`config.mk`:
```
export PLATFORM = sky130hd
export DESIGN_NAME = pfm_top
export DESIGN_NICKNAME = d
export VERILOG_FILES = /design/src/rtl/pfm_pkg.sv /design/src/rtl/pfm_sel_if.sv /design/src/rtl/pfm_top.sv /design/src/rtl/pfm_pin_decode.sv
export SDC_FILE = /design/constraint.sdc
export NUM_CORES = 1
export LEC_CHECK = 0
export BUFFER_PORTS_ARGS = -buffer_cell sky130_fd_sc_hd__buf_4
export CORE_MARGIN = 2
export CORE_UTILIZATION = 45
export DETAILED_ROUTE_END_ITERATION = 12
export PLACE_DENSITY = 0.81
export SYNTH_ARGS = -nofsm -noshare
export SYNTH_HDL_FRONTEND = slang
export SYNTH_SLANG_ARGS = --single-unit
export TNS_END_PERCENT = 50
```
`constraint.sdc`:
```
create_clock -name hclk -period 2.4 [get_ports hclk]
set_input_delay 0.6 -clock hclk [delete_from_list [all_inputs] [get_ports hclk]]
set_output_delay 0.6 -clock hclk [all_outputs]
set_load 0.02 [all_outputs]
```
`src/rtl/pfm_pkg.sv`:
```
// Purpose: Constants and types for the port A pin function and drive select block
// Assumes: AHB-Lite register port, 32-bit data, one register per aligned word
// Notes:   Offsets are byte addresses within the block's 4 KB window
package pfm_pkg;

    // Register offsets (byte addresses)
    localparam logic [11:0] OFF_DRIVE    = 12'h000;
    localparam logic [11:0] OFF_FUNC_LO  = 12'h004;
    localparam logic [11:0] OFF_FUNC_HI  = 12'h008;
    localparam logic [11:0] OFF_IN_ROUTE = 12'h00c;

    // Reset values
    localparam logic [7:0] RST_DRIVE    = 8'h00;
    localparam logic [7:0] RST_FUNC_LO  = 8'h00;
    localparam logic [7:0] RST_FUNC_HI  = 8'h00;
    localparam logic [7:0] RST_IN_ROUTE = 8'h00;

    // Implemented bits
    localparam logic [7:0] MASK_DRIVE_FULL  = 8'h3d;
    localparam logic [7:0] MASK_DRIVE_SMALL = 8'h31;
    localparam logic [7:0] MASK_FUNC_LO     = 8'hfc;
    localparam logic [7:0] MASK_FUNC_HI     = 8'h3f;
    localparam logic [7:0] MASK_IN_ROUTE    = 8'h0f;

    // Drive register bit positions
    localparam int DRV_PG_HI = 5;
    localparam int DRV_PG_LO = 4;
    localparam int DRV_PF_HI = 3;
    localparam int DRV_PF_LO = 2;
    localparam int DRV_PE_LO = 0;

    // Function field low bit positions
    localparam int FLD_PA3 = 6;
    localparam int FLD_PA2 = 4;
    localparam int FLD_PA1 = 2;
    localparam int FLD_PA6 = 4;
    localparam int FLD_PA5 = 2;
    localparam int FLD_PA4 = 0;

    // Input route bit positions
    localparam int RT_STD  = 0;
    localparam int RT_PT0  = 1;
    localparam int RT_PT1  = 2;
    localparam int RT_PT2  = 3;

    // Function field codes
    localparam logic [1:0] CODE_01 = 2'h1;
    localparam logic [1:0] CODE_10 = 2'h2;
    localparam logic [1:0] CODE_11 = 2'h3;

    typedef enum logic [3:0] {
        FN_GPIO     = 4'h0,
        FN_SER_CLK  = 4'h1,
        FN_SER_DIN  = 4'h2,
        FN_SER_DOUT = 4'h3,
        FN_SER_SEL  = 4'h4,
        FN_STM_OUT  = 4'h5,
        FN_PTM0_OUT = 4'h6,
        FN_CMP_ANA  = 4'h7,
        FN_CMP_OUT  = 4'h8
    } pfm_fn_t;

endpackage : pfm_pkg

```
`src/rtl/pfm_sel_if.sv`:
```
// Purpose: Carries function fields and decoded pin functions between modules
// Assumes: Combinational decode, no clock inside
// Notes:   Pins 0 and 7 always decode as plain I/O
`timescale 1ns/1ps
interface pfm_sel_if;
    logic [7:0]                   func_lo;
    logic [7:0]                   func_hi;
    pfm_pkg::pfm_fn_t [7:0]       fn;

    modport regs (output func_lo, output func_hi, input fn);
    modport dec  (input func_lo, input func_hi, output fn);
endinterface : pfm_sel_if

```
`src/rtl/pfm_top.sv`:
```
// Purpose: Port A pin function multiplexer, drive level and capture input routing
// Assumes: AHB-Lite slave, zero wait states, single word transfers
// Notes:   Pin inputs pass two flops; pin outputs follow the registers directly
// Notes on behaviour
// Port G nibble drive from bits 5, 4
// Port F nibble drive from bits 3, 2
// Port E low nibble drive from bit 0
// Drive bits 7, 6, 1 read zero
// Unused function bits always read zero
// PA3: I/O, serial clock, comparator 0 negative
// PA2: I/O, serial data in, comparator 0 positive
// PA1: I/O, serial data out, comparator 0 output
// PA6: I/O with timer clock, comparator 1 negative
// PA5: I/O with capture, timer output, comparator
// PA4: capture, select, timer out, comparator out
// Route bits pick timer capture pin source
// Software pairs timer output with capture route
// Software keeps interrupt pins at plain I/O
// Software selects pin before enabling peripheral
// Shared digital inputs need pin set input
// Software disables peripheral before pin change
// Selection changes act the cycle after write
// All selection and drive bits reset zero
`timescale 1ns/1ps
module pfm_top #(
    parameter bit HAS_PORT_F = 1'b1
) (
    // Bus clock and reset
    input  wire logic        hclk,
    input  wire logic        hresetn,
    // AHB-Lite slave
    input  wire logic        hsel,
    input  wire logic [31:0] haddr,
    input  wire logic [1:0]  htrans,
    input  wire logic        hwrite,
    input  wire logic [2:0]  hsize,
    input  wire logic        hready,
    input  wire logic [31:0] hwdata,
    output logic             hreadyout,
    output logic [31:0]      hrdata,
    output logic             hresp,
    // Port A pins
    input  wire logic [7:0]  pa_in,
    output logic [7:0]       pa_out,
    output logic [7:0]       pa_oe,
    output logic [7:0]       pa_ana_en,
    // Port A general purpose I/O logic
    input  wire logic [7:0]  gpio_pa_out,
    input  wire logic [7:0]  gpio_pa_oe,
    output logic [7:0]       gpio_pa_in,
    // Serial interface
    input  wire logic        serial_clock_alt_out,
    input  wire logic        serial_clock_alt_oe,
    output logic             serial_clock_alt_in,
    output logic             serial_din_alt,
    input  wire logic        serial_dout_alt,
    input  wire logic        serial_select_alt_out,
    input  wire logic        serial_select_alt_oe,
    output logic             serial_select_alt_in,
    // Timers
    input  wire logic        std_timer_output,
    input  wire logic        periodic_timer0_output,
    output logic             std_timer_clock_in,
    output logic [3:0]       timer_capture_in,
    input  wire logic [3:0]  cap_dflt_pin_in,
    input  wire logic [3:0]  cap_alt_pin_in,
    // Comparators
    input  wire logic        comp0_out,
    input  wire logic        comp1_out,
    // Drive level selects
    output logic             portg_upper_drive_bit,
    output logic             portg_lower_drive_bit,
    output logic             portf_upper_drive_bit,
    output logic             portf_lower_drive_bit,
    output logic             porte_low_drive_bit
);

    localparam logic [7:0] DRIVE_MASK = HAS_PORT_F ? pfm_pkg::MASK_DRIVE_FULL
                                                   : pfm_pkg::MASK_DRIVE_SMALL;

    pfm_sel_if sel ();

    logic [7:0]  drive_reg;
    logic [7:0]  drive_next;
    logic [7:0]  func_lo_reg;
    logic [7:0]  func_lo_next;
    logic [7:0]  func_hi_reg;
    logic [7:0]  func_hi_next;
    logic [7:0]  route_reg;
    logic [7:0]  route_next;
    logic        wr_pend_reg;
    logic [11:0] addr_reg;
    logic [31:0] hrdata_reg;
    logic        accept;
    logic [7:0]  pa_meta_reg;
    logic [7:0]  pa_sync_reg;
    logic [3:0]  capd_meta_reg;
    logic [3:0]  capd_sync_reg;
    logic [3:0]  capa_meta_reg;
    logic [3:0]  capa_sync_reg;
    logic [7:0]  pa_din;
    logic [3:0]  cap_dflt;

    function automatic logic wr_hit(input logic pend, input logic [11:0] a,
                                    input logic [11:0] off);
        return pend && (a[11:2] == off[11:2]);
    endfunction : wr_hit

    // Bus address phase
    assign accept    = hsel && htrans[1] && hready;
    assign hreadyout = 1'b1;
    assign hresp     = 1'b0;
    assign hrdata    = hrdata_reg;

    always_ff @(posedge hclk or negedge hresetn) begin
        if (!hresetn) begin
            wr_pend_reg <= 1'b0;
            addr_reg    <= 12'h000;
        end else if (hready) begin
            wr_pend_reg <= accept && hwrite;
            if (accept) begin
                addr_reg <= haddr[11:0];
            end
        end
    end

    // Next values, write data masked to implemented bits
    always_comb begin
        drive_next   = drive_reg;
        func_lo_next = func_lo_reg;
        func_hi_next = func_hi_reg;
        route_next   = route_reg;
        if (wr_hit(wr_pend_reg, addr_reg, pfm_pkg::OFF_DRIVE)) begin
            drive_next = hwdata[7:0] & DRIVE_MASK;
        end
        if (wr_hit(wr_pend_reg, addr_reg, pfm_pkg::OFF_FUNC_LO)) begin
            func_lo_next = hwdata[7:0] & pfm_pkg::MASK_FUNC_LO;
        end
        if (wr_hit(wr_pend_reg, addr_reg, pfm_pkg::OFF_FUNC_HI)) begin
            func_hi_next = hwdata[7:0] & pfm_pkg::MASK_FUNC_HI;
        end
        if (wr_hit(wr_pend_reg, addr_reg, pfm_pkg::OFF_IN_ROUTE)) begin
            route_next = hwdata[7:0] & pfm_pkg::MASK_IN_ROUTE;
        end
    end

    always_ff @(posedge hclk or negedge hresetn) begin
        if (!hresetn) begin
            drive_reg <= pfm_pkg::RST_DRIVE;
        end else begin
            drive_reg <= drive_next;
        end
    end

    always_ff @(posedge hclk or negedge hresetn) begin
        if (!hresetn) begin
            func_lo_reg <= pfm_pkg::RST_FUNC_LO;
            func_hi_reg <= pfm_pkg::RST_FUNC_HI;
        end else begin
            func_lo_reg <= func_lo_next;
            func_hi_reg <= func_hi_next;
        end
    end

    always_ff @(posedge hclk or negedge hresetn) begin
        if (!hresetn) begin
            route_reg <= pfm_pkg::RST_IN_ROUTE;
        end else begin
            route_reg <= route_next;
        end
    end

    // Read data, forwarding a write still in its data phase
    always_ff @(posedge hclk or negedge hresetn) begin
        if (!hresetn) begin
            hrdata_reg <= 32'h0000_0000;
        end else if (accept && !hwrite) begin
            unique case (haddr[11:2])
                pfm_pkg::OFF_DRIVE[11:2]:    hrdata_reg <= {24'h00_0000, drive_next};
                pfm_pkg::OFF_FUNC_LO[11:2]:  hrdata_reg <= {24'h00_0000, func_lo_next};
                pfm_pkg::OFF_FUNC_HI[11:2]:  hrdata_reg <= {24'h00_0000, func_hi_next};
                pfm_pkg::OFF_IN_ROUTE[11:2]: hrdata_reg <= {24'h00_0000, route_next};
                default:                     hrdata_reg <= 32'h0000_0000;
            endcase
        end
    end

    // Drive level selects
    assign portg_upper_drive_bit = drive_reg[pfm_pkg::DRV_PG_HI];
    assign portg_lower_drive_bit = drive_reg[pfm_pkg::DRV_PG_LO];
    assign portf_upper_drive_bit = drive_reg[pfm_pkg::DRV_PF_HI];
    assign portf_lower_drive_bit = drive_reg[pfm_pkg::DRV_PF_LO];
    assign porte_low_drive_bit   = drive_reg[pfm_pkg::DRV_PE_LO];

    // Function decode
    assign sel.func_lo = func_lo_reg;
    assign sel.func_hi = func_hi_reg;

    pfm_pin_decode u_decode (
        .sel (sel)
    );

    // Pin input synchronisers
    always_ff @(posedge hclk or negedge hresetn) begin
        if (!hresetn) begin
            pa_meta_reg   <= 8'h00;
            pa_sync_reg   <= 8'h00;
            capd_meta_reg <= 4'h0;
            capd_sync_reg <= 4'h0;
            capa_meta_reg <= 4'h0;
            capa_sync_reg <= 4'h0;
        end else begin
            pa_meta_reg   <= pa_in;
            pa_sync_reg   <= pa_meta_reg;
            capd_meta_reg <= cap_dflt_pin_in;
            capd_sync_reg <= capd_meta_reg;
            capa_meta_reg <= cap_alt_pin_in;
            capa_sync_reg <= capa_meta_reg;
        end
    end

    // Shared digital inputs only pass while the pin is an input
    assign pa_din     = pa_sync_reg & ~gpio_pa_oe;
    assign gpio_pa_in = pa_sync_reg;

    // Output side mux
    always_comb begin
        for (int i = 0; i < 8; i++) begin
            pa_out[i]    = gpio_pa_out[i];
            pa_oe[i]     = gpio_pa_oe[i];
            pa_ana_en[i] = 1'b0;
            unique case (sel.fn[i])
                pfm_pkg::FN_GPIO: begin
                end
                pfm_pkg::FN_SER_CLK: begin
                    pa_out[i] = serial_clock_alt_out;
                    pa_oe[i]  = serial_clock_alt_oe;
                end
                pfm_pkg::FN_SER_DIN: begin
                    pa_out[i] = 1'b0;
                    pa_oe[i]  = 1'b0;
                end
                pfm_pkg::FN_SER_DOUT: begin
                    pa_out[i] = serial_dout_alt;
                    pa_oe[i]  = 1'b1;
                end
                pfm_pkg::FN_SER_SEL: begin
                    pa_out[i] = serial_select_alt_out;
                    pa_oe[i]  = serial_select_alt_oe;
                end
                pfm_pkg::FN_STM_OUT: begin
                    pa_out[i] = std_timer_output;
                    pa_oe[i]  = 1'b1;
                end
                pfm_pkg::FN_PTM0_OUT: begin
                    pa_out[i] = periodic_timer0_output;
                    pa_oe[i]  = 1'b1;
                end
                pfm_pkg::FN_CMP_ANA: begin
                    pa_out[i]    = 1'b0;
                    pa_oe[i]     = 1'b0;
                    pa_ana_en[i] = 1'b1;
                end
                pfm_pkg::FN_CMP_OUT: begin
                    pa_out[i] = (i == 1) ? comp0_out : comp1_out;
                    pa_oe[i]  = 1'b1;
                end
                default: begin
                end
            endcase
        end
    end

    // Input side routing to peripherals
    assign serial_clock_alt_in  = (sel.fn[3] == pfm_pkg::FN_SER_CLK) && pa_sync_reg[3];
    assign serial_din_alt       = (sel.fn[2] == pfm_pkg::FN_SER_DIN) && pa_sync_reg[2];
    assign serial_select_alt_in = (sel.fn[4] == pfm_pkg::FN_SER_SEL) && pa_sync_reg[4];
    assign std_timer_clock_in   = (sel.fn[6] == pfm_pkg::FN_GPIO) && pa_din[6];

    // Default capture sources: PA4, PA5 while plain I/O, else low; the other two from other ports
    assign cap_dflt[pfm_pkg::RT_STD] = (sel.fn[4] == pfm_pkg::FN_GPIO) && pa_din[4];
    assign cap_dflt[pfm_pkg::RT_PT0] = (sel.fn[5] == pfm_pkg::FN_GPIO) && pa_din[5];
    assign cap_dflt[pfm_pkg::RT_PT1] = capd_sync_reg[pfm_pkg::RT_PT1];
    assign cap_dflt[pfm_pkg::RT_PT2] = capd_sync_reg[pfm_pkg::RT_PT2];
    assign timer_capture_in = (route_reg[3:0] & capa_sync_reg)
                            | (~route_reg[3:0] & cap_dflt);
endmodule : pfm_top

```
`src/rtl/pfm_pin_decode.sv`:
```
// Purpose: Decode port A function fields into one function per pin
// Assumes: Fields already masked to implemented bits
// Notes:   Pure combinational; follows the registers with no delay
`timescale 1ns/1ps
module pfm_pin_decode (
    // Selection carrier
    pfm_sel_if.dec sel
);

    function automatic pfm_pkg::pfm_fn_t decode_field(
        input logic [1:0]       code,
        input pfm_pkg::pfm_fn_t fn01,
        input pfm_pkg::pfm_fn_t fn10,
        input pfm_pkg::pfm_fn_t fn11
    );
        pfm_pkg::pfm_fn_t r;
        r = pfm_pkg::FN_GPIO;
        if (code == pfm_pkg::CODE_01) begin
            r = fn01;
        end else if (code == pfm_pkg::CODE_10) begin
            r = fn10;
        end else if (code == pfm_pkg::CODE_11) begin
            r = fn11;
        end
        return r;
    endfunction : decode_field

    always_comb begin
        sel.fn[0] = pfm_pkg::FN_GPIO;
        sel.fn[7] = pfm_pkg::FN_GPIO;
        sel.fn[1] = decode_field(sel.func_lo[pfm_pkg::FLD_PA1 +: 2], pfm_pkg::FN_GPIO,
                                 pfm_pkg::FN_SER_DOUT, pfm_pkg::FN_CMP_OUT);
        sel.fn[2] = decode_field(sel.func_lo[pfm_pkg::FLD_PA2 +: 2], pfm_pkg::FN_GPIO,
                                 pfm_pkg::FN_SER_DIN, pfm_pkg::FN_CMP_ANA);
        sel.fn[3] = decode_field(sel.func_lo[pfm_pkg::FLD_PA3 +: 2], pfm_pkg::FN_GPIO,
                                 pfm_pkg::FN_SER_CLK, pfm_pkg::FN_CMP_ANA);
        sel.fn[4] = decode_field(sel.func_hi[pfm_pkg::FLD_PA4 +: 2], pfm_pkg::FN_SER_SEL,
                                 pfm_pkg::FN_STM_OUT, pfm_pkg::FN_CMP_OUT);
        sel.fn[5] = decode_field(sel.func_hi[pfm_pkg::FLD_PA5 +: 2], pfm_pkg::FN_GPIO,
                                 pfm_pkg::FN_PTM0_OUT, pfm_pkg::FN_CMP_ANA);
        sel.fn[6] = decode_field(sel.func_hi[pfm_pkg::FLD_PA6 +: 2], pfm_pkg::FN_GPIO,
                                 pfm_pkg::FN_GPIO, pfm_pkg::FN_CMP_ANA);
    end

endmodule : pfm_pin_decode

```
After elaboration in Yosys (flattened, before gate mapping)
Cells that the tools add are included.
{"block": "totals", "output_inout_bits": 79, "inputBits": 115, "reg_bits": 109, "word_cells": 165}
{"block": "classes", "n_eq_ne": 72, "reduce_logical": 33, "n_bitwise": 6, "mux": 41}
{"operator": "$eq A4 B3 Y1 const B", "n": 24}
{"operator": "$mux W4", "n": 14}
{"operator": "$eq A4 B2 Y1 const B", "n": 12}
{"operator": "$pmux W1 S7", "n": 6}
{"operator": "$eq A10 B2 Y1 const B", "n": 4}
{"operator": "$mux W8", "n": 4}
{"operator": "$pmux W8 S4", "n": 1}
{"operator": "$eq A2 B2 Y1 const B", "n": 12}
{"operator": "$eq A4 B1 Y1 const B", "n": 6}
{"operator": "$eq A4 B4 Y1 const B", "n": 6}
{"operator": "$pmux W1 S4", "n": 6}
{"operator": "$reduce_or A4 Y1", "n": 6}
{"operator": "$eq A10 B1 Y1 const B", "n": 2}
{"operator": "$logic_not A10 Y1", "n": 2}
{"operator": "$logic_and A1 B1 Y1", "n": 14}
{"operator": "$eq A2 B1 Y1 const B", "n": 6}
{"operator": "$logic_not A4 Y1", "n": 3}
{"operator": "$mux W3", "n": 4}
{"operator": "$reduce_or A2 Y1", "n": 6}
{"operator": "$and A4 B4 Y4", "n": 2}
{"operator": "$and A7 B7 Y7", "n": 1}
{"operator": "$not A7 Y7", "n": 1}
{"operator": "$mux W1", "n": 6}
{"operator": "$not A4 Y4", "n": 1}
{"operator": "other kinds (3)", "n": 3}

Logic depth before layout (Yosys ltp)
Gate-level depths: netlist of run 1.
{"block": "logic_depth", "ltp_word": 8, "depth_mapped": 7, "ltp_nobuf": 6}

Hierarchy
A second synthesis of run 1 with hierarchy kept.
{"block": "unflattened", "cells_unflattened": 484, "hier_area_um2": 4720.8}
{"module": "pfm_top", "n_inst": 1, "cells_per_inst": 450, "area_per_inst_um2": 4485.6, "seq_area_each_um2": 1976.9}
{"module": "pfm_pin_decode", "n_inst": 1, "cells_per_inst": 34, "area_per_inst_um2": 235.2, "seq_area_each_um2": 0.0}

Worst setup path before layout of run 1
OpenSTA, ideal clock, no wires.
{"block": "synth_timing", "path_kind": "input port to flip-flop", "from": "input port haddr[5]", "to": "register hrdata_reg[3], in the netlist hrdata[3]", "cell_stages": 5, "required_time_ns": 2.331, "t_arrival_ns": 2.098, "path_slack_ns": 0.233, "setup_time_ns": 0.069, "path_cell_list": "or4_1 > buf_2 > or4_1 > a41o_1 > nand3_1"}
{"block": "synth_between", "elab_chain_len": 2, "elab_cells_between_ends": 5, "classes_between": "eq/ne (3); mux (1); reduce/logical (1)"}
{"element": "from (decl)", "line_no": "pfm_top.sv:33", "text": "input wire logic [31:0] haddr,"}
{"element": "$eq A10 B2 Y1 (tied with other cells)", "line_no": "pfm_top.sv:178", "text": "unique case (haddr[11:2])"}
{"element": "$pmux W8 S4 (*)", "line_no": "pfm_top.sv:178"}
{"element": "to (signal assigned)", "line_no": "pfm_top.sv:179", "text": "pfm_pkg::OFF_DRIVE[11:2]: hrdata_reg <= {24'h00_0000, drive_next};"}
{"element": "to (signal assigned)", "line_no": "pfm_top.sv:180", "text": "pfm_pkg::OFF_FUNC_LO[11:2]: hrdata_reg <= {24'h00_0000, func_lo_next};"}
{"element": "to (signal assigned)", "line_no": "pfm_top.sv:181", "text": "pfm_pkg::OFF_FUNC_HI[11:2]: hrdata_reg <= {24'h00_0000, func_hi_next};"}
{"element": "to (decl)", "line_no": "pfm_top.sv:93", "text": "logic [31:0] hrdata_reg;"}
Every way passes the cells marked *; elsewhere a longest branch is shown, timed or not.
A chain may end at the register's enable or synchronous reset.

Final worst setup path of run 1
{"block": "layout_timing", "from": "register func_hi_reg[1]", "to": "output port pa_out[4]"}
{"block": "layout_between", "elab_chain_len": 7, "elab_cells_between_ends": 16, "classes_between": "eq/ne (11); mux (4); reduce/logical (1)"}
{"element": "from (decl)", "line_no": "pfm_top.sv:87", "text": "logic [7:0] func_hi_reg;"}
{"element": "from (signal assigned)", "line_no": "pfm_top.sv:158", "text": "func_hi_reg <= pfm_pkg::RST_FUNC_HI;"}
{"element": "from (signal assigned)", "line_no": "pfm_top.sv:161", "text": "func_hi_reg <= func_hi_next;"}
{"element": "$eq A2 B2 Y1", "line_no": "pfm_pin_decode.sv:22", "text": "end else if (code == pfm_pkg::CODE_11) begin"}
{"element": "$mux W4", "line_no": "pfm_pin_decode.sv:22"}
{"element": "$mux W4", "line_no": "pfm_pin_decode.sv:20", "text": "end else if (code == pfm_pkg::CODE_10) begin"}
{"element": "$mux W4 (*)", "line_no": "pfm_pin_decode.sv:18", "text": "if (code == pfm_pkg::CODE_01) begin"}
{"element": "$eq A4 B3 Y1 or $eq A4 B2 Y1 (tied branches)", "line_no": "pfm_top.sv:232", "text": "unique case (sel.fn[i])"}
{"element": "$reduce_or A2 Y1 (no source line)"}
{"element": "$pmux W1 S7 (*)", "line_no": "pfm_top.sv:232"}
{"element": "to (decl)", "line_no": "pfm_top.sv:44", "text": "output logic [7:0] pa_out,"}
Marked as above.

==> metrics, run 1 <==
Tcrit/Tclk final=1.02; CTS Buffer Depth=2; site row count=33; cts bufs inserted=9; pin slew with the least headroom to its limit=0.523 ns; clock-pin slew on the worst setup and hold paths=0.09 ns; Largest register FFs=10; share of cells above drive strength 1=0.434; violated checks=negative setup slack; final setup vio count=2; ys flop type=dfrtp_1; Vias=2732; Sequential cell area=between 1500 and 2000 um2; antenna violations before repair=0; Synth-to-Final Area Change=32.2%; Leak=0.00234 uW; vias in the first global route=2665; largest family of logic cells by synthesized area=simple AND/OR/NAND/NOR gates; Worst setup SP type=register; multi-input logic area=1550 um2; post-route setup slack=-0.0388 ns; Post-synth EDFFs=0; largest cells by area after synthesis=dfrtp_1 54%, mux2_2 7.9%, buf_4 7.1%, and2_1 2.5%, mux2_1 1.8%; Hold WC Path Type=input port to async pin; global route total overflow=0; minimum clock period=2.44 ns; Avg Cell Area, Syn=11.9 um2; clk sinks=79; number of register bits inferred by synthesis=between 70 and 80; diode count=0; fin nets=550; CP Capture Type=output pin; die area=between 8000 and 9000 um2; filler cell count=679; Initial DRT Pass Iterations=4; leading cell type in the layout, fill and taps excluded=buf_4; max cap viols=0; commonest non-fill, non-tap cells in the layout=123 x buf_4, 77 x dfrtp_1, 30 x conb_1; Cell Pwr Density=638 nW/um2; register area share after synthesis=0.537; Pins Over Slew Limit=0; yosys synthesis warning count=0; headroom to the max-slew limit=0.651; WL final=8.07 mm; synth unique cells=50; Worst Path Required=~1.8 ns; first-pass GRT wire length=12.9 mm; DRT iter0 DRCs=137; Cells after Synth=309; Initial Util=0.455; Skew-Pair Late Insertion Delay=about 0.36 ns; GPL Wtd Cong=0.898; core area=8090 um2; Avg WL per Cell=14.9 um; WS Path Type=register to output pin; IO Pins=194; Detail Route Antenna Nets=0; Vias/cell=5.06; residual DRC count=0; hpwl dp=about 6.0 mm; RSZ-0062 raised after global routing=true; setup TNS=-0.0589 ns; Post-Place Setup Slack=~0.016 ns; adder-cell share of the synthesized area=0.0170; post-synthesis mux area share=0.109; CTS Root Cell=clkbuf_8; Max VDD drop=0.531 mV; post-synthesis simple-gate area fraction=0.168; Total Routing Usage GR=0.189; largest net degree at the start of global routing=42; status=finished, violations left; TritonCTS clock tree=built; largest area contributor in the netlist=dfrtp_1; post-synthesis compound-gate area fraction=0.0747; placed instance area=4560 um2; Final Hold Viols=0; xor-xnor portion of the synthesized cell area=0; htree depth=3; skew final=0.00712 ns; design area=approximately 5000 um2; Synth top area share=0.537; CP Max Fanout=5; Die Wd=94.5 um; die height=approximately 94 um; Worst EP arrival=1.84 ns; maximum operating frequency=0.410 GHz; # port buffers=roughly 100; ys async rst share=1.00; synthesized area=3680 um2
==> repair_timing <==
item,4_1_cts,5_1_grt
hold buffers,0,0
hold endpoints to repair,0,0
setup endpoints to repair,2,2
pin swaps,5,1
buffers inserted,2,0
resized for setup,18,1
==> critical path, stage by stage, from the launching register on <==
cell and delay, ns:
dfrtp_2 0.48, inv_4 0.07, ha_4 0.16, a222oi_1 0.28, nand2_1 0.09, mux2_2 0.27, buf_6 0.13
==> metrics by stage <==
stage,instances,hold WS [ns],power [uW],util
final,540,0.206,3110,0.602
after global routing,540,0.238,3240,0.602
after CTS,540,0.221,3130,0.601
after detailed placement,522,0.335,2060,0.563
after global placement,522,0.331,2040,0.563
after floorplan,337,0.304,1850,-
==> final cells by class <==
type / count / area share
sequential: 79 / 0.406
inverter: 12 / 0.0103
clock inverter: 7 / 0.0172
timing repair buffer: 125 / 0.196
tap: 105 / 0.0270
clock buffer: 9 / 0.0254
multi-input combinational: 203 / 0.318
==> worst paths after layout <==
kind,from,end,slack [ns],cells after the start
worst max-delay path,func_hi_reg[1],pa_out[4],-0.04,6
worst min-delay path,hresetn,addr_reg[9],0.21,1
worst max register to register,addr_reg[5],hrdata[2],0.21,6
worst min register to register,capa_meta_reg[2],capa_sync_reg[2],0.35,0
max in group asynchronous,hresetn,func_hi_reg[0],1.59,2
min in group hclk,pa_in[7],pa_meta_reg[7],0.34,1
==> kinds of logic after synthesis <==
family / after synthesis
AO/OA/AOI/OAI: 38
adder cells (fa/ha/maj): 5
buffers and inverters: 55
flip-flops: 79
multiplexers: 36
other: 2
AND/OR/NAND/NOR: 94
==> power breakdown <==
group / internal, uW / switching [uW] / total [uW]
registers: 1430 / 82.0 / 1510
clock network: 502 / 543 / 1040
logic: 264 / 288 / 552
total: 2200 / 913 / 3110
==> synth_stat cells (all sizes together) (3+ instances only) <==
library cell,instances
buf,41
or4,4
mux2i,4
nor2b,10
a22oi,3
a21oi,7
nand3b,4
nor3b,3
dfrtp,79
ha,5
nand2,16
o211ai,3
o21ai,6
and2,17
nor2,6
inv,12
a31oi,4
and3,4
nand3,10
mux2,32
nor4,4
nand4,9
==> per-layer routing <==
layer / vias to the layer above / GRT usage / wire length, um
met5: - / 0 / 0
met4: 0 / 0.0845 / 170
met3: 21 / 0.0439 / 590
met2: 126 / 0.313 / 3970
met1: 1307 / 0.238 / 3340
li1: 1278 / - / -
No activity file was read; power rests on OpenSTA's default activity.
==> run 2: changes to the inputs <==
==> constraint.sdc (replaced) <==
create_clock -name hclk -period 2.5 [get_ports hclk]
set_input_delay 0.625 -clock hclk [delete_from_list [all_inputs] [get_ports hclk]]
set_output_delay 0.625 -clock hclk [all_outputs]
set_load 0.02 [all_outputs]
==> run 2 against run 1 <==
- the run now ends clean
- register-to-register slack improved by 0.03 ns
- sequential cell count did not move
- via count down 1.4%
- worst hold slack improved by 0.11 ns
- sequential share of layout area increased by 0.50 points
- final cell count is 0.19% lower
- non-clock buffer count is 1 lower
- total power shrank 2.5%
- core utilization down 0.73 points
- largest power group unchanged
==> metrics, run 2 (synthesis results as in run 1) <==
CP Max Fanout=5 (unchanged); clock-pin slew on the worst setup and hold paths=0.09 ns (about the same); DRT iter0 DRCs=88 (was 137); die area=8930 um2 (unchanged); Largest register FFs=10 (unchanged); skew final=0.0102 ns (was 0.00712 ns); Vias/cell=5.00 (was 5.06); Worst setup SP type=register (unchanged); met2 Usage GRT=0.314 (was 0.313); Initial Util=0.455 (unchanged); minimum clock period=~2.4 ns; cts bufs inserted=9 (unchanged); Skew-Pair Late Insertion Delay=0.35 ns (was 0.36 ns); Total Routing Usage GR=0.189 (about the same); post-route setup slack=0.0590 ns (was -0.0388 ns); htree depth=3 (unchanged); GPL Wtd Cong=0.847 (was 0.898); worst reg-to-reg path cell count=5 (was 6); WL final=7.96 mm (was 8.07 mm); residual DRC count=0 (unchanged); buffers and inverters on the worst path=1 (was 2); cell depth of the worst setup path=5 (was 6); pin slew with the least headroom to its limit=0.710 ns (was 0.523 ns); Vias=2695 (was 2732); site row count=33 (unchanged); antenna violations before repair=0 (unchanged); CP top delay family=flip-flops (unchanged); Cell Chain, Critical Path=ha_4 > a222oi_1 > nand2_1 > mux2_2 > buf_6 (was inv_4 > ha_4 > a222oi_1 > nand2_1 > mux2_2 > buf_6); die height=94.5 um (unchanged); Cell Pwr Density=630 nW/um2 (was 638 nW/um2); Worst EP arrival=1.82 ns (was 1.84 ns); TritonCTS clock tree=built (unchanged); Tcrit/Tclk final=0.976; Die Wd=94.5 um (unchanged); IO Pins=194 (unchanged); Leak=0.00233 uW (was 0.00234 uW); Final Core Density=0.594 (was 0.602); vias in the first global route=2645 (was 2665); leading cell type in the layout, fill and taps excluded=buf_4 (unchanged); Max VDD drop=0.424 mV (was 0.531 mV); status=finished, final reports clean (was finished, violations left); Detail Route Antenna Nets=0 (unchanged); Avg WL per Cell=14.8 um (was 14.9 um); Post-Place Setup Slack=0.0440 ns (was 0.0158 ns); commonest non-fill, non-tap cells in the layout=123 x buf_4, 77 x dfrtp_1, 30 x conb_1 (unchanged); largest net degree at the start of global routing=58 (was 42); core area=8090 um2 (unchanged); hpwl dp=5.95 mm (was 5.97 mm); clk sinks=79 (unchanged); Pins Over Slew Limit=0 (unchanged); CTS Buffer Depth=2 (unchanged); CP max stage cell=dfrtp_2 (unchanged); final setup vio count=0 (was 2); CTS Root Cell=clkbuf_8 (unchanged); maximum operating frequency=0.410 GHz; share of cells above drive strength 1=0.429 (was 0.434); Worst Path Required=1.88 ns (was 1.80 ns); Initial DRT Pass Iterations=4 (unchanged); busiest grt layer=met2 (unchanged); # port buffers=103 (unchanged); Final Hold Viols=0 (unchanged); Synth-to-Final Area Change=30.6% (was 32.2%); met1 GRT Util=0.242 (was 0.238); WS Path Type=register to output pin (unchanged); Hold WC Path Type=input port to async pin (unchanged); Worst path max stage delay=0.46 ns (was 0.48 ns); RSZ-0062 raised after global routing=true (unchanged); diode count=0 (unchanged); filler cell count=670 (was 679); max cap viols=0 (unchanged); met3 GRT Util=0.0567 (was 0.0439); fin nets=549 (was 550); headroom to the max-slew limit=0.527 (was 0.651); global route total overflow=0 (unchanged); CP Capture Type=output pin (unchanged); first-pass GRT wire length=12.9 mm (unchanged)
run 2: cell count changes in the layout (fill, tap and decap cells not counted), sizes merged:
cell | previous run | this run
bufinv | 1 | 2
buf | 125 | 124
clkinv | 0 | 1
inv | 17 | 15
run 2: per-layer routing:
layer  part of all wire  wire (um)
met1               0.42       3320
met3              0.082        655
met5                  0          0
met2               0.49       3930
met4             0.0075         60
run 2: cell type report:
| class | count | area [um2] | share of cell area |
|---|---|---|---|
| multi-input cells | 203 | 1490 | 0.311 |
| flip-flops and latches | 79 | 1980 | 0.411 |
| well taps | 105 | 131 | 0.0273 |
| inverters | 12 | 45.0 | 0.00936 |
| clock inverters | 7 | 103 | 0.0213 |
| repair buffers | 124 | 935 | 0.194 |
| clock buffers | 9 | 124 | 0.0257 |
run 2: path summary, 6_finish.rpt:
check / start / endpoint / slack (ns)
setup reg to reg: addr_reg[5] / hrdata[4] / 0.24
hold reg to reg: capd_meta_reg[2] / capd_sync_reg[2] / 0.35
hold / removal: hresetn / addr_reg[8] / 0.32
max in group asynchronous: hresetn / hrdata[7] / 1.52
setup / recovery: func_hi_reg[1] / pa_out[4] / 0.06
min in group hclk: capd_meta_reg[2] / capd_sync_reg[2] / 0.35
run 2: per-stage QoR:
step                      cells  total power, uW  hold WS (ns)  instance area [um2]  TNS (ns)
final                       539             3030         0.316                 4810         0
after global routing        539             3160         0.354                 4810   -0.0564
after CTS                   537             3050         0.341                 4780         0
after detailed placement    521             1980         0.335                 4540         0
after global placement      521             1960         0.331                 4540         0
after floorplan             337             1780         0.329                 3790         0
run 2: timing repair:
| action | CTS | global route |
|---|---|---|
| gates cloned | 0 | 0 |
| hold buffers | 0 | 0 |
| endpoints found under the setup margin | 2 | 2 |
| pin swaps | 1 | 4 |
| setup buffers | 0 | 2 |
| gates resized for setup | 6 | 5 |
run 2: where the power goes:
group          total (uW)  internal, uW  leakage (uW)  switching [uW]
clock network        1070           574      0.000111             494
registers            1450          1370      0.000962            76.3
logic                 513           242       0.00126             271
